--- src/rtl/sto_pkg.sv ---
package sto_pkg;
    // Relay function code that ties a relay to the safe torque state
    localparam logic [7:0]  STO_RELAY_FUNC   = 8'h0D;
    // Fault code for an internal channel fault
    localparam logic [7:0]  STO_FAULT_CODE   = 8'h1D;
    localparam logic [7:0]  STO_CODE_NONE    = 8'h00;
    // Clock rate and response limits
    localparam int          STO_CLK_HZ       = 40_000_000;
    localparam int          STO_TORQUE_US    = 1000;
    localparam int          STO_MON_MS       = 20;
    localparam int          STO_TORQUE_CYC   = STO_CLK_HZ / 1_000_000 * STO_TORQUE_US;
    localparam int          STO_MON_CYC      = STO_CLK_HZ / 1000 * STO_MON_MS;
    // Default mismatch time between the two channels before a channel fault
    localparam int          STO_DISC_CYC     = 40_000;
    // Register map, word index times four
    localparam logic [7:0]  STO_REG_CTRL     = 8'h00;
    localparam logic [7:0]  STO_REG_STATUS   = 8'h04;
    localparam logic [7:0]  STO_REG_IRQ_STAT = 8'h08;
    localparam logic [7:0]  STO_REG_IRQ_MASK = 8'h0C;
    localparam logic [7:0]  STO_REG_RELAY1   = 8'h10;
    localparam logic [7:0]  STO_REG_RELAY2   = 8'h14;
    localparam logic [7:0]  STO_REG_START    = 8'h18;
    // Control bits
    localparam int          STO_CTL_START    = 0;
    localparam int          STO_CTL_STOP     = 1;
    localparam int          STO_CTL_FRESET   = 2;
    // Interrupt event bits
    localparam int          STO_EV_ACTIVE    = 0;
    localparam int          STO_EV_CLEARED   = 1;
    localparam int          STO_EV_FAULT     = 2;
    localparam int          STO_EV_W         = 3;
    // Display selection
    typedef enum logic [1:0] {
        STO_DISP_STOP    = 2'b00,
        STO_DISP_RUN     = 2'b01,
        STO_DISP_INHIBIT = 2'b10,
        STO_DISP_TRIP    = 2'b11
    } sto_disp_t;
    // Drive state
    typedef enum logic [1:0] {
        STO_ST_STANDBY = 2'b00,
        STO_ST_RUN     = 2'b01,
        STO_ST_SAFE    = 2'b10
    } sto_state_t;
endpackage : sto_pkg

--- src/rtl/sto_supervisor.sv ---
// Operation
// RULE_01 - With both inputs energised the function waits in standby and a start from the chosen source runs the drive.
// RULE_02 - De-energised inputs activate the function, stop the power stage so the motor coasts, and enter safe mode.
// RULE_03 - Safe mode is left only when no fault is pending and the inputs are energised again.
// RULE_04 - With the inputs de-energised the display shows the inhibit message.
// RULE_05 - A trip is shown on the display in place of the inhibit message.
// RULE_06 - Relay one opens while the function is active if its function setting is 13.
// RULE_07 - Relay two opens while the function is active if its function setting is 13.
// RULE_08 - A fault in either internal channel trips the drive with fault code 29.
// RULE_09 - The power stage is torque free less than 1 ms after the inputs drop.
// RULE_10 - The monitoring status follows less than 20 ms after the inputs drop.
// RULE_11 - A channel fault reaches the display and the healthy output in less than 20 ms.
// RULE_12 - Nothing that software writes can disable the function.
// RULE_13 - Once inputs return the drive may restart on its own if a start request still stands.
// RULE_14 - While inputs are de-energised start commands are ignored and inhibit stays shown.
// RULE_15 - The function is active when either synchronised channel reads de-energised.
//
// Decided for this implementation: strobed register access and the register addresses.
`timescale 1ns/1ps
`default_nettype none
module sto_supervisor
    import sto_pkg::*;
#(
    parameter int DISC_CYC = sto_pkg::STO_DISC_CYC
) (
    // Clock and reset
    input  wire logic             clk,
    input  wire logic             sys_rst,
    // Safe torque input channels, high when energised
    input  wire logic             sto_ch_a,
    input  wire logic             sto_ch_b,
    // Start commands from the terminal source
    input  wire logic             term_start,
    // Register port
    input  wire logic [7:0]       reg_addr,
    input  wire logic [31:0]      reg_wdata,
    input  wire logic             reg_wr,
    input  wire logic             reg_rd,
    output logic [31:0]           reg_rdata,
    // Drive outputs
    output logic                  pwm_enable,
    output logic                  relay_one_closed,
    output logic                  relay_two_closed,
    output logic                  drive_healthy,
    output logic                  sto_active,
    output sto_pkg::sto_disp_t    disp_sel,
    output logic [7:0]            fault_code,
    output logic                  irq
);
    import sto_pkg::*;

    // Refuse a mismatch time below one cycle or above half the monitor limit
    if (DISC_CYC < 1 || DISC_CYC > STO_MON_CYC / 2) begin : g_disc_check
        $error("DISC_CYC out of range");
    end

    // Two-stage synchronisers per channel
    logic [1:0] a_sync_q;
    logic [1:0] b_sync_q;
    always_ff @(posedge clk) begin
        if (sys_rst) begin
            a_sync_q <= 2'b00;
            b_sync_q <= 2'b00;
        end else begin
            a_sync_q <= {a_sync_q[0], sto_ch_a};
            b_sync_q <= {b_sync_q[0], sto_ch_b};
        end
    end
    logic start_meta_q;
    logic start_sync_q;
    always_ff @(posedge clk) begin
        if (sys_rst) begin
            start_meta_q <= 1'b0;
            start_sync_q <= 1'b0;
        end else begin
            start_meta_q <= term_start;
            start_sync_q <= start_meta_q;
        end
    end

    // Either channel low is enough; fail safe on any one channel
    logic inputs_off;
    assign inputs_off = !(a_sync_q[1] && b_sync_q[1]); // RULE_15

    // Software registers; none of them reaches the inhibit path
    logic [7:0] relay1_func_q;
    logic [7:0] relay2_func_q;
    logic [1:0] start_src_q;
    logic [STO_EV_W-1:0] irq_mask_q;
    logic       sw_run_q;
    always_ff @(posedge clk) begin
        if (sys_rst) begin
            relay1_func_q <= 8'h00;
            relay2_func_q <= 8'h00;
            start_src_q   <= 2'b00;
            irq_mask_q    <= '0;
        end else if (reg_wr) begin
            case (reg_addr)
                STO_REG_RELAY1:   relay1_func_q <= reg_wdata[7:0];
                STO_REG_RELAY2:   relay2_func_q <= reg_wdata[7:0];
                STO_REG_START:    start_src_q   <= reg_wdata[1:0];
                STO_REG_IRQ_MASK: irq_mask_q    <= reg_wdata[STO_EV_W-1:0];
                default: ;
            endcase
        end
    end

    logic ctl_wr;
    assign ctl_wr = reg_wr && (reg_addr == STO_REG_CTRL);

    // Run request: keypad/register start when source 0, terminal level otherwise
    logic run_req;
    always_comb begin
        if (start_src_q == 2'b00) begin
            run_req = sw_run_q;
        end else begin
            run_req = start_sync_q;
        end
    end
    always_ff @(posedge clk) begin
        if (sys_rst) begin
            sw_run_q <= 1'b0;
        end else if (ctl_wr && reg_wdata[STO_CTL_STOP]) begin
            sw_run_q <= 1'b0;
        end else if (ctl_wr && reg_wdata[STO_CTL_START]) begin
            sw_run_q <= 1'b1;
        end
    end

    // Channel discrepancy: the two channels disagree for too long
    logic [$clog2(STO_MON_CYC+1)-1:0] disc_cnt_q;
    logic fault_q;
    logic fault_reset;
    assign fault_reset = ctl_wr && reg_wdata[STO_CTL_FRESET];
    always_ff @(posedge clk) begin
        if (sys_rst) begin
            disc_cnt_q <= '0;
        end else if (a_sync_q[1] == b_sync_q[1]) begin
            disc_cnt_q <= '0;
        end else if (disc_cnt_q < ($bits(disc_cnt_q))'(DISC_CYC)) begin
            disc_cnt_q <= disc_cnt_q + 1'b1;
        end
    end
    logic disc_hit;
    assign disc_hit = (disc_cnt_q == ($bits(disc_cnt_q))'(DISC_CYC));
    // Fault latch; a new detection wins over a reset in the same cycle
    always_ff @(posedge clk) begin
        if (sys_rst) begin
            fault_q <= 1'b0;
        end else if (disc_hit) begin
            fault_q <= 1'b1; // RULE_08
        end else if (fault_reset) begin
            fault_q <= 1'b0;
        end
    end

    // Drive state machine
    sto_state_t state_q;
    sto_state_t state_d;
    always_comb begin
        state_d = state_q;
        case (state_q)
            STO_ST_STANDBY: begin
                if (inputs_off || fault_q) begin
                    state_d = STO_ST_SAFE; // RULE_02
                end else if (run_req) begin
                    state_d = STO_ST_RUN; // RULE_01
                end
            end
            STO_ST_RUN: begin
                if (inputs_off || fault_q) begin
                    state_d = STO_ST_SAFE; // RULE_02
                end else if (!run_req) begin
                    state_d = STO_ST_STANDBY;
                end
            end
            STO_ST_SAFE: begin
                // Start is ignored here; a standing run request restarts afterwards
                if (!inputs_off && !fault_q) begin
                    state_d = STO_ST_STANDBY; // RULE_03 RULE_13 RULE_14
                end
            end
            default: state_d = STO_ST_SAFE;
        endcase
    end
    always_ff @(posedge clk) begin
        if (sys_rst) begin
            state_q <= STO_ST_SAFE;
        end else begin
            state_q <= state_d;
        end
    end

    // Power stage gate: directly from synchronised inputs, three cycles worst case
    always_ff @(posedge clk) begin
        if (sys_rst) begin
            pwm_enable <= 1'b0;
        end else begin
            pwm_enable <= (state_q == STO_ST_RUN) && !inputs_off && !fault_q; // RULE_09 RULE_12
        end
    end

    // Status, relays, display and healthy output
    always_ff @(posedge clk) begin
        if (sys_rst) begin
            sto_active       <= 1'b1;
            relay_one_closed <= 1'b0;
            relay_two_closed <= 1'b0;
            drive_healthy    <= 1'b0;
            fault_code       <= STO_CODE_NONE;
            disp_sel         <= STO_DISP_INHIBIT;
        end else begin
            sto_active       <= inputs_off; // RULE_10
            relay_one_closed <= !(inputs_off && relay1_func_q == STO_RELAY_FUNC); // RULE_06
            relay_two_closed <= !(inputs_off && relay2_func_q == STO_RELAY_FUNC); // RULE_07
            drive_healthy    <= !fault_q; // RULE_11
            fault_code       <= fault_q ? STO_FAULT_CODE : STO_CODE_NONE; // RULE_08
            if (fault_q) begin
                disp_sel <= STO_DISP_TRIP; // RULE_05 RULE_11
            end else if (inputs_off) begin
                disp_sel <= STO_DISP_INHIBIT; // RULE_04 RULE_14
            end else if (state_q == STO_ST_RUN) begin
                disp_sel <= STO_DISP_RUN;
            end else begin
                disp_sel <= STO_DISP_STOP;
            end
        end
    end

    // Sticky events; a read of the interrupt status clears, a new event wins
    logic inputs_off_q;
    logic fault_dly_q;
    logic [STO_EV_W-1:0] ev;
    logic [STO_EV_W-1:0] irq_stat_q;
    always_ff @(posedge clk) begin
        if (sys_rst) begin
            inputs_off_q <= 1'b1;
            fault_dly_q  <= 1'b0;
        end else begin
            inputs_off_q <= inputs_off;
            fault_dly_q  <= fault_q;
        end
    end
    always_comb begin
        ev = '0;
        ev[STO_EV_ACTIVE]  = inputs_off && !inputs_off_q;
        ev[STO_EV_CLEARED] = !inputs_off && inputs_off_q;
        ev[STO_EV_FAULT]   = fault_q && !fault_dly_q;
    end
    logic stat_rd;
    assign stat_rd = reg_rd && (reg_addr == STO_REG_IRQ_STAT);
    // A clearing read keeps any event of its own cycle
    logic [STO_EV_W-1:0] irq_stat_d;
    always_comb begin
        if (stat_rd) begin
            irq_stat_d = ev;
        end else begin
            irq_stat_d = irq_stat_q | ev;
        end
    end
    always_ff @(posedge clk) begin
        if (sys_rst) begin
            irq_stat_q <= '0;
        end else begin
            irq_stat_q <= irq_stat_d;
        end
    end
    // Level output built from the next status so it drops together with a clearing read
    always_ff @(posedge clk) begin
        if (sys_rst) begin
            irq <= 1'b0;
        end else begin
            irq <= |(irq_stat_d & irq_mask_q);
        end
    end

    // Read data, one cycle after the strobe; unmapped reads return zero
    always_ff @(posedge clk) begin
        if (sys_rst) begin
            reg_rdata <= 32'h0000_0000;
        end else if (reg_rd) begin
            case (reg_addr)
                STO_REG_CTRL:     reg_rdata <= {31'h0000_0000, sw_run_q};
                STO_REG_STATUS:   reg_rdata <= {16'h0000, fault_code, 2'b00, state_q,
                                                a_sync_q[1], b_sync_q[1], fault_q, inputs_off};
                STO_REG_IRQ_STAT: reg_rdata <= {{(32-STO_EV_W){1'b0}}, irq_stat_q};
                STO_REG_IRQ_MASK: reg_rdata <= {{(32-STO_EV_W){1'b0}}, irq_mask_q};
                STO_REG_RELAY1:   reg_rdata <= {24'h00_0000, relay1_func_q};
                STO_REG_RELAY2:   reg_rdata <= {24'h00_0000, relay2_func_q};
                STO_REG_START:    reg_rdata <= {30'h0000_0000, start_src_q};
                default:          reg_rdata <= 32'h0000_0000;
            endcase
        end else begin
            reg_rdata <= 32'h0000_0000;
        end
    end

    // Checks
    torque_off_fast_a: assert property (@(posedge clk) disable iff (sys_rst) // RULE_09
        inputs_off |=> !pwm_enable)
        else $error("power stage still enabled with inputs off");
    run_needs_on_a: assert property (@(posedge clk) disable iff (sys_rst) // RULE_14
        (state_q == STO_ST_SAFE) && inputs_off |=> state_q == STO_ST_SAFE)
        else $error("left safe mode with inputs off");
    safe_exit_a: assert property (@(posedge clk) disable iff (sys_rst) // RULE_03
        (state_q == STO_ST_SAFE) && fault_q |=> state_q == STO_ST_SAFE)
        else $error("left safe mode with fault pending");
    inhibit_disp_a: assert property (@(posedge clk) disable iff (sys_rst) // RULE_04
        inputs_off && !fault_q |=> disp_sel == STO_DISP_INHIBIT)
        else $error("inhibit not shown");
    trip_disp_a: assert property (@(posedge clk) disable iff (sys_rst) // RULE_05
        fault_q |=> disp_sel == STO_DISP_TRIP && fault_code == STO_FAULT_CODE)
        else $error("trip not shown");
    relay_one_open_a: assert property (@(posedge clk) disable iff (sys_rst) // RULE_06
        inputs_off && relay1_func_q == STO_RELAY_FUNC |=> !relay_one_closed)
        else $error("relay one not opened");
    relay_two_open_a: assert property (@(posedge clk) disable iff (sys_rst) // RULE_07
        inputs_off && relay2_func_q == STO_RELAY_FUNC |=> !relay_two_closed)
        else $error("relay two not opened");
    monitor_follow_a: assert property (@(posedge clk) disable iff (sys_rst) // RULE_10
        $fell(a_sync_q[1]) |-> ##[1:2] sto_active)
        else $error("monitor status late");
    healthy_drop_a: assert property (@(posedge clk) disable iff (sys_rst) // RULE_11
        disc_hit |-> ##[1:2] !drive_healthy)
        else $error("healthy output not dropped");
    run_start_a: assert property (@(posedge clk) disable iff (sys_rst) // RULE_01
        state_q == STO_ST_STANDBY && run_req && !inputs_off && !fault_q
        |=> state_q == STO_ST_RUN ##1 pwm_enable || inputs_off || fault_q)
        else $error("start ignored in standby");
    // Fault code, safe mode exit, torque and interrupt checks
    code_on_trip_a: assert property (@(posedge clk) disable iff (sys_rst) // RULE_08
        disc_hit |-> ##2 fault_code == STO_FAULT_CODE)
        else $error("fault code not raised");
    safe_leave_a: assert property (@(posedge clk) disable iff (sys_rst) // RULE_03
        (state_q == STO_ST_SAFE) && !inputs_off && !fault_q |=> state_q == STO_ST_STANDBY)
        else $error("safe mode not left");
    torque_only_on_a: assert property (@(posedge clk) disable iff (sys_rst) // RULE_12
        pwm_enable |-> !sto_active && drive_healthy)
        else $error("torque allowed while function active");
    irq_level_a: assert property (@(posedge clk) disable iff (sys_rst) // RULE_10
        irq == |(irq_stat_q & $past(irq_mask_q)))
        else $error("interrupt level wrong");
endmodule : sto_supervisor
`default_nettype wire

--- config.mk ---
export PLATFORM = sky130hd
export DESIGN_NAME = sto_supervisor
export DESIGN_NICKNAME = d
export VERILOG_FILES = /design/src/rtl/sto_pkg.sv /design/src/rtl/sto_supervisor.sv
export SDC_FILE = /design/constraint.sdc
export NUM_CORES = 1
export LEC_CHECK = 0
export ABC_AREA = 0
export BUFFER_PORTS_ARGS = -buffer_cell sky130_fd_sc_hd__buf_4
export CAP_MARGIN = 20
export CORE_ASPECT_RATIO = 0.6
export CORE_UTILIZATION = 51
export CTS_CLUSTER_SIZE = 8
export DETAILED_ROUTE_END_ITERATION = 10
export PLACE_DENSITY = 0.77
export SLEW_MARGIN = 20
export SYNTH_ARGS = -nofsm -noshare
export SYNTH_HDL_FRONTEND = slang
export SYNTH_SLANG_ARGS = --single-unit
--- constraint.sdc ---
create_clock -name clk -period 2.8 [get_ports clk]
set_clock_uncertainty 0.1 [all_clocks]
set_input_delay 0.42 -clock clk [delete_from_list [all_inputs] [get_ports clk]]
set_output_delay 0.42 -clock clk [all_outputs]
set_load 0.005 [all_outputs]
Word-level counts from Yosys, hierarchy flattened
Cells that the tools add are included.

storage, ports and cells
  register bits after elaboration = 103
  input port bits = 47
  logic and storage cells = 95

operators by class
  $add $sub $neg = 1
  order comparisons = 1
  equality and inequality tests = 15
  mux-type cells = 15
  bitwise logic cells = 4
  reduce and logical (&&, ||, !) cells = 35

operators by type and width
  kind                   count
  $pmux 16 s7            1
  $eq 8x4->1 const B     4
  $eq 8x5->1 const B     3
  $add 20x1->20 const B  1
  $eq 20x16->1 const B   1
  $lt 20x16->1 const B   1
  $logic_and 1x1->1      14
  $mux 2                 5
  $eq 8x3->1 const B     1
  $logic_not 8->1        1
  $reduce_and 2->1       4
  $logic_not 1->1        6
  $mux 1                 6
  $ne 3x3->1 const B     2
  $pmux 2 s3             1
  $reduce_or 2->1        3
  $reduce_or 3->1        2
  $mux 5                 1
  $logic_not 2->1        2
  $and 3x3->3            1
  $mux 3                 1
  $or 3x3->3             1
  $reduce_and 3->1       1
  $eq 2x1->1 const B     1
  other kinds (6)        7

Logic depth before layout (Yosys ltp)
Gate-level depths: netlist of run 1.

  depth in word-level cells = 7
  depth in mapped cells = 6
  mapped depth without buffers = 5

Worst setup path before layout of run 1
No wires, ideal clock.

  path kind = input to register
  from = input reg_addr[0]
  to = register relay2_func_q[0]
  arrival time = 1.925 ns
  required time = 2.572 ns
  slack = 0.648 ns
  stages on the path = 5
  cells stage by stage = or4_4 buf_6 nor4_4 mux2i_1 nor2_1

on the way
  longest elaborated chain between the ends = 2

ends and longest elaborated chain
  element                     line                   source
  from (decl)                 sto_supervisor.sv:35   input wire logic [7:0] reg_addr,
  $eq 8x5->1                  sto_supervisor.sv:98   case (reg_addr)
  $reduce_and 2->1 (no line)  --
  to (signal assigned)        sto_supervisor.sv:100  STO_REG_RELAY2: relay2_func_q <= reg_wdata[7:0];
  to (decl)                   sto_supervisor.sv:87   logic [7:0] relay2_func_q;

Every way passes these cells.
A chain may end at the register's enable or synchronous reset.

Worst setup path in the final report of run 1
  from = register disc_cnt_q[6]
  to = register disc_cnt_q[13]

on the way
  longest elaborated chain between the ends = 1
  elaborated cells between the ends (all ways) = 2

ends and longest elaborated chain
  element                                               line                                          source
  from (decl)                                           sto_supervisor.sv:131                         logic [$clog2(STO_MON_CYC+1)-1:0] disc_cnt_q;
  from (signal assigned)                                sto_supervisor.sv:141                         disc_cnt_q <= disc_cnt_q + 1'b1;
  $add 20x1->20 / $lt 20x16->1 (equally long branches)  sto_supervisor.sv:141, sto_supervisor.sv:140

Several ways; a longest one is shown, not always the timed one.

==> results of run 1 <==
placed cells by master, fill, tap and decap left out, drive strengths merged, types with 8 or more instances in the layout:
master	Yosys	routed
a21oi	18	18
buf	35	50
clkbuf	11	10
conb	1	24
dfxtp	72	72
inv	8	8
mux2i	27	27
nor2	41	41
nor2b	10	10
nor4	11	11
o21ai	11	11
or3	8	8
or4	8	8
worst reg2reg max path: stages (launching register included):
cell       delay [ns]
dfxtp_1          0.36
nor4_1           0.59
o2111ai_1        0.46
or4_1            0.54
a21oi_1          0.16
worst max-delay path by stage:
stage / startpoint / to / slack, ns / depth (start not counted)
3_3_place_gp: reg_addr[0] / reg_rdata[2] / 0.35 / 5
5_1_grt: disc_cnt_q[6] / disc_cnt_q[13] / 0.22 / 4
4_1_cts: disc_cnt_q[6] / disc_cnt_q[13] / 0.52 / 4
6_report: disc_cnt_q[6] / disc_cnt_q[13] / 0.50 / 4
2_1_floorplan: reg_addr[0] / relay2_func_q[0] / 0.65 / 5
3_5_place_dp: reg_addr[0] / reg_rdata[2] / 0.34 / 5
layer usage:
layer | routed length (um) | vias to the layer above | global-route usage (%) | part of all wire [%]
li1 | - | 1243 | - | -
met1 | 3340 | 1166 | 31.6 | 51
met2 | 2590 | 90 | 26.4 | 40
met3 | 492 | 7 | 6.83 | 7.6
met4 | 80 | 0 | 7.39 | 1.2
met5 | 0 | - | 0 | 0
layout make-up:
class | instances | area share, %
multi-input combinational | 238 | 41.7
sequential | 72 | 38.9
timing repair buffer | 50 | 10.1
clock buffer | 10 | 3.44
tap | 84 | 2.83
clock inverter | 5 | 2.23
inverter | 8 | 0.810
cells by family (layout without fill, tap and decap cells):
kind of cell | after synthesis | count (layout) | share of synthesized area (%)
simple gates | 120 | 120 | 21.3
flops | 72 | 72 | 44.7
compound gates | 55 | 55 | 11.0
buf+inv | 54 | 73 | 10.1
mux | 33 | 33 | 10.8
fa+ha+maj | 3 | 3 | 1.16
xor+xnor | 3 | 3 | 0.814
other cells | 1 | 24 | 0.116
report_power, final:
group	switching (mW)	leakage [nW]	internal, mW
Combinational	0.0553	0.726	0.0407
Sequential	0.00428	0.582	1.03
Clock	0.378	0.0946	0.496
stage by stage:
step / std cells / setup WS [ns] / utilization [%] / total power, mW
6_report: 467 / 0.501 / 60.7 / 2.01
5_1_grt: 467 / 0.220 / 60.7 / 2.08
4_1_cts: 467 / 0.520 / 60.7 / 2.02
3_5_place_dp: 452 / 0.343 / 57.2 / 1.15
3_3_place_gp: 452 / 0.347 / 57.2 / 1.15
2_1_floorplan: 364 / 0.648 / - / 1.14
state kept, by name, summed over array words and instances, names as in the netlist, 2 cells and up:
register / count
disc_cnt_q: 20
relay1_func_q: 8
disp_sel: 2
b_sync_q: 2
reg_rdata: 9
irq_mask_q: 3
start_src_q: 2
relay2_func_q: 8
irq_stat_q: 3
a_sync_q: 2
state_q: 2
==> results by group, run 1 <==
Status
  – Status: completed

Yosys
  – Netlist Area Pre-Place: 3230 um^2
  – Synth Register Bits: 72
  – Most common cell in the netlist: dfxtp_1
  – Synth warn: 0
  – Synth Flop Type: dfxtp_1
  – EDFF count, synth: 0
  – Syn_area_per_cell: 9.46 um^2
  – Most frequent cells after synthesis: dfxtp_1, nor2_1, buf_4
  – Ys async rst share: 0%
  – Largest cells by area after synthesis: dfxtp_1, mux2i_1, buf_4, nor2_1, a21oi_1
  – Cells after Synth: 341
  – Post-synth cell types: 50
  – Post-synthesis sequential area ratio: 44.7%
  – Synth top area share: 44.7%
  – Biggest area consumer among synthesized cells: dfxtp_1

Global routing
  – GR Util All Layers: 20.8%
  – First-pass GRT wire length: 10600 um
  – Initial antenna violation count: 0
  – Vias in the first global route: 2130
  – Overflow after GRT: 0
  – Largest net degree at the start of global routing: 42

Critical path
  – Delay-heaviest family, CP: simple AND/OR/NAND/NOR gates
  – CP peak stage delay: 0.59 ns
  – CP max-delay cell: nor4_1
  – Worst path buffer plus inverter count: 0
  – Crit. End Element: flop
  – Worst R2R Start: disc_cnt_q[6]
  – Arrival @ worst endpoint: 2.46 ns
  – CP Class: reg -> reg
  – R2R cell count: 4
  – Setup crit start kind: flop
  – Worst Path Required: 2.96 ns
  – R2R setup slack: 0.50 ns
  – Worst r2r dst: disc_cnt_q[13]
  – Worst path cell trace: nor4_1 > o2111ai_1 > or4_1 > a21oi_1
  – Crit Path Max Fanout: 11

Flow run
  – Max_cap viols: 0

Placed design
  – # port buffers: 46
  – Hpwl dp: 4630 um
  – DP Area: 3500 um^2
  – Routability congestion estimate: 0.810

CTS
  – CTS tree: done
  – Post_cts resized: 0
  – Clk Latency, worst-skew pair: 0.34 ns
  – CTS buffer count: 9
  – Bufs on Longest Clock Path: 2
  – Clock sinks: 72
  – CTS clk-pin slew, worst paths: 0.07 ns
  – Cts hold-fix bufs: 0
  – H-tree depth: 3
  – CTS root buffer: clkbuf_8
  – Postcts setup bufs: 0

Routing
  – Via count: 2506
  – Final wirelength: 6510 um
  – DRC: 0
  – Number of nets with antenna violations after routing: 0
  – DR pass1 iterations: 6
  – Vias per cell: 5.37
  – Initial DRC count: 214
  – WL per Instance: 13.9 um

Power and ir drop
  – Cell Pwr Density: 541 nW/um^2
  – Pleak: 1.40 nW
  – Maximum VDD drop: 0.370 mV

Timing
  – Hold slack: 0.188 ns
  – Final Cycle Share: 82.1%
  – Max-slew violation count: 0
  – Setup TNS: 0 ns
  – Final hold vios: 0
  – Slew Limit Headroom: 49.6%
  – Tmin final: 2.30 ns
  – Final Setup Violations: 0
  – Max Fclk: 0.435 GHz
  – Unrepaired setup endpoints after global routing: no
  – Worst-margin pin slew: 0.756 ns

Worst hold path
  – HP Start: sto_ch_b
  – Tightest Hold Check Type: in -> reg
  – Hold Path Depth: 2
  – Min-Delay Endpoint: b_sync_q[0]

Floorplan
  – Chip width: 105 um
  – CORE AREA: 6110 um^2
  – Starting Density: 52.8%
  – Rows: 22
  – # IOs: 95
  – Die height: 63.6 um
  – Die footprint: 6660 um^2

Cells and area
  – Post-Layout Inst Area: 3710 um^2
  – Layout cells sized above 1: 20.4%
  – Diode count: 0
  – Multi-input logic area: 1550 um^2
  – Fillers: 525
  – FF/Latch Area: 1440 um^2
  – P&R area growth vs syn: 14.9%
  – Final #Nets: 429
Note: power is estimated with default switching activity, not from simulation.
==> inputs of run 2 (changes only) <==
--- a/config.mk
+++ b/config.mk
@@ -5,11 +5,11 @@
 export SDC_FILE = /design/constraint.sdc
 export NUM_CORES = 1
 export LEC_CHECK = 0
-export ABC_AREA = 0
+export ABC_AREA = 1
 export BUFFER_PORTS_ARGS = -buffer_cell sky130_fd_sc_hd__buf_4
 export CAP_MARGIN = 20
 export CORE_ASPECT_RATIO = 0.6
-export CORE_UTILIZATION = 51
+export CORE_UTILIZATION = 52
 export CTS_CLUSTER_SIZE = 8
 export DETAILED_ROUTE_END_ITERATION = 10
 export PLACE_DENSITY = 0.77
==> constraint.sdc (replaced) <==
create_clock -name clk -period 2.22 [get_ports clk]
set_clock_uncertainty 0.1 [all_clocks]
set_input_delay 0.333 -clock clk [delete_from_list [all_inputs] [get_ports clk]]
set_output_delay 0.333 -clock clk [all_outputs]
set_load 0.005 [all_outputs]
==> run 2 against run 1 <==
Effect of this change: global-route usage grew 3.9 points; clock power grew 77%; power increased by 49%; area after synthesis up 9.1%; non-clock buffer count decreased by 1; first-iteration DRC count rose by 36%; final cell count rose by 33%; die area up 6.8%; critical endpoint is now irq_mask_q[1].
==> results by group, run 2 <==
Yosys
  – Synth Area in Adders: 1.07% (was 1.16%)
  – Synth Flop Type: dfxtp_1 (unchanged)
  – Synth warn: 0 (unchanged)
  – Netlist Area Pre-Place: 3520 um^2 (was 3230 um^2)
  – Syn_area_per_cell: 7.19 um^2 (was 9.46 um^2)
  – Post-synth cell types: 38 (was 50)
  – Synth Area in Compound Gates: 9.17% (was 11.0%)
  – Largest family of logic cells by synthesized area: simple AND/OR/NAND/NOR gates (unchanged)
  – Most common cell in the netlist: nand2_1 (was dfxtp_1)
  – Synth Register Bits: 72 (unchanged)
  – Ys async rst share: 0% (unchanged)
  – Post-synthesis sequential area ratio: 40.9% (was 44.7%)
  – Most frequent cells after synthesis: nand2_1, dfxtp_1, nor2_1 (was dfxtp_1, nor2_1, buf_4)
  – Post-synthesis simple-gate area fraction: 32.4% (was 21.3%)
  – Mux cell area share after synthesis: 0% (was 10.8%)
  – Cells after Synth: 490 (was 341)
  – Synth top area share: 40.9% (was 44.7%)
  – Biggest area consumer among synthesized cells: dfxtp_1 (unchanged)
  – Xor/xnor cell area share of the yosys netlist: 1.24% (was 0.814%)
  – EDFF count, synth: 0 (unchanged)
  – Largest cells by area after synthesis: dfxtp_1, nand2_1, buf_4, nand3_1, nor2_1 (was dfxtp_1, mux2i_1, buf_4, nor2_1, a21oi_1)

Power and ir drop
  – Maximum VDD drop: 0.557 mV (was 0.370 mV)
  – Pleak: 1.73 nW (was 1.40 nW)
  – Cell Pwr Density: 727 nW/um^2 (was 541 nW/um^2)

Timing
  – Final Setup Violations: 0 (unchanged)
  – Worst-margin pin slew: 0.499 ns (was 0.756 ns)
  – Slew Limit Headroom: 66.7% (was 49.6%)
  – Unrepaired setup endpoints after global routing: no (unchanged)
  – Setup TNS: 0 ns (unchanged)
  – Tmin final: 1.62 ns
  – Final hold vios: 0 (unchanged)
  – Max-slew violation count: 0 (unchanged)
  – Final Cycle Share: 73.0%
  – Max Fclk: 0.617 GHz

Global routing
  – Initial antenna violation count: 0 (unchanged)
  – First-pass GRT wire length: 13100 um (was 10600 um)
  – Largest net degree at the start of global routing: 26 (was 42)
  – GR Util All Layers: 24.7% (was 20.8%)
  – Vias in the first global route: 2668 (was 2130)
  – Overflow after GRT: 0 (unchanged)

Floorplan
  – Chip width: 108 um (was 105 um)
  – Starting Density: 55.6% (was 52.8%)
  – Rows: 22 (unchanged)
  – Die footprint: 7120 um^2 (was 6660 um^2)
  – Die height: 65.7 um (was 63.6 um)
  – CORE AREA: 6330 um^2 (was 6110 um^2)
  – # IOs: 95 (unchanged)

Critical path
  – Setup crit start kind: input pin (was flop)
  – Crit Path Max Fanout: 12 (was 11)
  – Worst Path Required: 2.38 ns (was 2.96 ns)
  – Arrival @ worst endpoint: 1.77 ns (was 2.46 ns)
  – CP Class: in -> reg (was reg -> reg)
  – Crit. End Element: flop (unchanged)

Routing
  – Via count: 3217 (was 2506)
  – Number of nets with antenna violations after routing: 0 (unchanged)
  – Vias per cell: 5.20 (was 5.37)
  – Final wirelength: 8100 um (was 6510 um)
  – Initial DRC count: 291 (was 214)
  – DRC: 0 (unchanged)
  – DR pass1 iterations: 5 (was 6)
  – WL per Instance: 13.1 um (was 13.9 um)

CTS
  – Clk Latency, worst-skew pair: 0.33 ns (was 0.34 ns)
  – CTS buffer count: 9 (unchanged)
  – Bufs on Longest Clock Path: 2 (unchanged)
  – Post_cts resized: 0 (unchanged)
  – H-tree depth: 3 (unchanged)
  – Postcts setup bufs: 0 (unchanged)
  – Clock sinks: 72 (unchanged)
  – CTS tree: done (unchanged)
  – Cts hold-fix bufs: 0 (unchanged)
  – CTS clk-pin slew, worst paths: 0.05 ns (was 0.07 ns)
  – CTS root buffer: clkbuf_16 (was clkbuf_8)

Worst hold path
  – Tightest Hold Check Type: in -> reg (unchanged)

Cells and area
  – FF/Latch Area: 1440 um^2 (unchanged)
  – Diode count: 0 (unchanged)
  – Largest reg by FF count: disc_cnt_q (unchanged)
  – Multi-input logic area: 1640 um^2 (was 1550 um^2)
  – Top flop regs: disc_cnt_q x20, reg_rdata x9 (unchanged)
  – Most common cell after layout, fill and taps aside: nand2_1 (was dfxtp_1)
  – Final Util: 64.8% (was 60.7%)
  – P&R area growth vs syn: 16.5% (was 14.9%)
  – Final #Nets: 580 (was 429)
  – Most frequent cells in the layout: nand2_1, dfxtp_1, nor2_1 (was dfxtp_1, buf_4, nor2_1)
  – Max reg flops: 20 (unchanged)
  – Layout Cells excl Fill: 619 (was 467)
  – Fillers: 547 (was 525)
  – Layout cells sized above 1: 16.8% (was 20.4%)

Placed design
  – # port buffers: 46 (unchanged)
  – Hpwl dp: 6020 um (was 4630 um)
  – Routability congestion estimate: 0.855 (was 0.810)
  – Placed cell count: 603 (was 452)

Status
  – Status: completed (unchanged)

Flow run
  – Max_cap viols: 0 (unchanged)
## run 2: critical path: stages
cell     delay (ns)
buf_4          0.11
inv_1          0.08
nand2_1        0.07
nor2_2         0.41
nand3_1        0.27
nor2_1         0.24
o21ai_0        0.12
a21oi_1        0.15
## run 2: logic make-up (layout without fill, tap and decap cells)
| family | Yosys count | count (layout) |
|---|---|---|
| AO/OA/AOI/OAI | 58 | 58 |
| AND/OR/NAND/NOR | 247 | 247 |
| adder cells (fa/ha/maj) | 3 | 3 |
| other | 1 | 24 |
| flip-flops | 72 | 72 |
| XOR/XNOR | 5 | 5 |
| buffers and inverters | 104 | 126 |
## run 2: final timing paths
path	cells past startpoint	from	to	slack, ns
max	8	reg_addr[6]	irq_mask_q[1]	0.60
min	3	sto_ch_b	b_sync_q[0]	0.1
min reg2reg	2	start_meta_q	start_sync_q	0.30
max reg2reg	7	disc_cnt_q[18]	disc_cnt_q[3]	0.60
## run 2: power breakdown
part	switching, mW	internal (mW)	total, mW
logic	0.0834	0.0473	0.131
clock network	0.534	1.01	1.55
registers	0.00491	1.30	1.31
## run 2: layer usage
layer  vias to the layer above  track usage (%)  share of wire (%)
li1                       1582                -                  -
met1                      1446             37.2                 48
met2                       180             33.1                 40
met3                         9             7.64                 11
met4                         0             6.34               0.96
met5                         -                0                  0
## run 2: cell type report
class	instances	share of cell area, %
Timing Repair Buffer	49	8.97
Sequential cell	72	35.1
Inverter	61	5.58
Clock buffer	11	5.92
Multi-Input combinational cell	337	39.9
Tap cell	84	2.56
Clock inverter	5	1.95
## run 2: stage by stage
step / hold slack, ns / cell area [um^2] / worst slack, ns / power (mW)
floorplan: 0.288 / 3610 / 0.858 / 1.44
global placement: 0.290 / 3780 / 0.432 / 1.46
detailed placement: 0.296 / 3780 / 0.315 / 1.46
CTS: 0.0969 / 4100 / 0.578 / 2.99
global route: 0.102 / 4100 / 0.435 / 3.08
finish: 0.0994 / 4100 / 0.600 / 2.98
==> inputs of run 3 (changes only) <==
==> constraint.sdc (replaced) <==
create_clock -name clk -period 1.5 [get_ports clk]
set_clock_uncertainty 0.1 [all_clocks]
set_input_delay 0.225 -clock clk [delete_from_list [all_inputs] [get_ports clk]]
set_output_delay 0.225 -clock clk [all_outputs]
set_load 0.005 [all_outputs]
==> run 3 against run 2 <==
Effect of this change: design area is 4.9% higher; power is 43% higher; setup slack lost 0.55 ns; clock power is 36% higher; non-clock buffer count increased by 24; final cell count up 3.7%; first-iteration DRC count up 2.4%; count of clock-buffer cells in the layout down 1; hold slack lost 0.093 ns; sequential power rose by 48%; sequential cell count did not move; die area stayed put.
==> results by group, run 3 (synthesis gave the netlist of run 2 again) <==
Cells and area
  – Most frequent cells in the layout: nand2_1, buf_4, dfxtp_1 (was nand2_1, dfxtp_1, nor2_1)
  – Post-Layout Inst Area: 4300 um^2 (was 4100 um^2)
  – Fillers: 527 (was 547)
  – Final Util: 68.0% (was 64.8%)
  – Final #Nets: 604 (was 580)
  – Diode count: 0 (unchanged)
  – Layout cells sized above 1: 22.6% (was 16.8%)
  – Largest reg by FF count: disc_cnt_q (unchanged)
  – P&R area growth vs syn: 22.2% (was 16.5%)
  – Top flop regs: disc_cnt_q x20, reg_rdata x9 (unchanged)
  – Layout Cells excl Fill: 642 (was 619)
  – Max reg flops: 20 (unchanged)
  – Most common cell after layout, fill and taps aside: nand2_1 (unchanged)

Global routing
  – Vias in the first global route: 2943 (was 2668)
  – Largest net degree at the start of global routing: 25 (was 26)
  – Overflow after GRT: 0 (unchanged)
  – First-pass GRT wire length: 14000 um (was 13100 um)
  – GR Util All Layers: 26.4% (was 24.7%)
  – Initial antenna violation count: 0 (unchanged)

CTS
  – CTS tree: done (unchanged)
  – Clk Latency, worst-skew pair: 0.33 ns (about the same)
  – CTS buffer count: 9 (unchanged)
  – CTS root buffer: clkbuf_16 (unchanged)
  – Postcts setup bufs: 0 (unchanged)
  – Clock sinks: 72 (unchanged)
  – Bufs on Longest Clock Path: 2 (unchanged)
  – CTS clk-pin slew, worst paths: 0.06 ns (was 0.05 ns)
  – H-tree depth: 3 (unchanged)

Placed design
  – # port buffers: 46 (unchanged)
  – Routability congestion estimate: 0.850 (was 0.855)
  – Hpwl dp: 6470 um (was 6020 um)
  – Post-place setup slack: -0.0519 ns (was 0.315 ns)
  – Placed cell count: 626 (was 603)
  – DP Area: 3970 um^2 (was 3780 um^2)

Floorplan
  – Rows: 22 (unchanged)
  – Die height: 65.7 um (unchanged)
  – Die footprint: 7120 um^2 (unchanged)
  – # IOs: 95 (unchanged)
  – Starting Density: 55.6% (unchanged)
  – CORE AREA: 6330 um^2 (unchanged)
  – Chip width: 108 um (unchanged)

Routing
  – Final wirelength: 8840 um (was 8100 um)
  – Via count: 3368 (was 3217)
  – Vias per cell: 5.25 (was 5.20)
  – Number of nets with antenna violations after routing: 0 (unchanged)
  – Initial DRC count: 298 (was 291)
  – WL per Instance: 13.8 um (was 13.1 um)
  – DR pass1 iterations: 5 (unchanged)
  – DRC: 0 (unchanged)

Timing
  – Hold slack: 0.00629 ns (was 0.0994 ns)
  – Tmin final: 1.45 ns
  – Setup TNS: 0 ns (unchanged)
  – Max Fclk: 0.689 GHz
  – Final hold vios: 0 (unchanged)
  – Final Setup Violations: 0 (unchanged)
  – Max-slew violation count: 0 (unchanged)
  – Slack of the critical path: 0.0497 ns (was 0.600 ns)
  – Unrepaired setup endpoints after global routing: yes (was no)
  – Final Cycle Share: 96.7%

Critical path
  – CP Class: reg -> reg (was in -> reg)
  – Setup crit start kind: flop (was input pin)
  – Arrival @ worst endpoint: 1.60 ns (was 1.77 ns)
  – Crit Path Max Fanout: 9 (was 12)
  – Crit. End Element: flop (unchanged)
  – Worst Path Required: 1.65 ns (was 2.38 ns)

Worst hold path
  – Tightest Hold Check Type: in -> reg (unchanged)

Flow run
  – Max_cap viols: 0 (unchanged)

Power and ir drop
  – Total Power: 4.26 mW (was 2.98 mW)
  – Maximum VDD drop: 0.567 mV (was 0.557 mV)
  – Cell Pwr Density: 989 nW/um^2 (was 727 nW/um^2)
  – Pleak: 1.85 nW (was 1.73 nW)

Status
  – Status: completed (unchanged)
[run 3: final timing paths]
check             depth (start not counted)      startpoint              to  slack [ns]
setup / recovery                          7  disc_cnt_q[18]  disc_cnt_q[14]        0.05
hold / removal                            3      term_start    start_meta_q       0.006
setup reg to reg                          7  disc_cnt_q[18]  disc_cnt_q[14]        0.05
hold reg to reg                           2     a_sync_q[0]     a_sync_q[1]        0.30
[run 3: area by class of cell]
type	instances	area (um^2)	area share, %
Timing Repair Buffer	73	563	13.1
Clock buffer	10	239	5.55
Tap cell	84	105	2.44
Sequential cell	72	1450	33.8
Clock inverter	5	57.6	1.34
Inverter	61	231	5.38
Multi-Input combinational cell	337	1650	38.4
[run 3: power by group]
group / internal (mW) / switching [mW]
sequential: 1.93 / 0.00815
combinational: 0.0819 / 0.132
clock: 1.32 / 0.789
total: 3.33 / 0.929
[run 3: worst max-delay path, cell delays in order, from the launching register on]
cell	delay (ns)
dfxtp_1	0.31
nor2_1	0.13
nand3_2	0.13
nor2_4	0.22
nand2_4	0.11
inv_4	0.13
nand2_1	0.08
a21oi_1	0.16
[run 3: layer usage]
metal	vias up	part of all wire [%]	wire [um]	GRT usage, %
li1	1639	-	-	-
met1	1541	48	4210	37.9
met2	171	41	3590	37.3
met3	17	10	920	7.74
met4	0	1.4	121	8.56
met5	-	0	0	0
[run 3: repair_timing]
action / in CTS / in global routing
endpoints found under the setup margin: 1 / 14
hold buffers: 1 / 0
pin swaps: 1 / 2
resized for setup: 1 / 17
hold endpoints to repair: 1 / 0
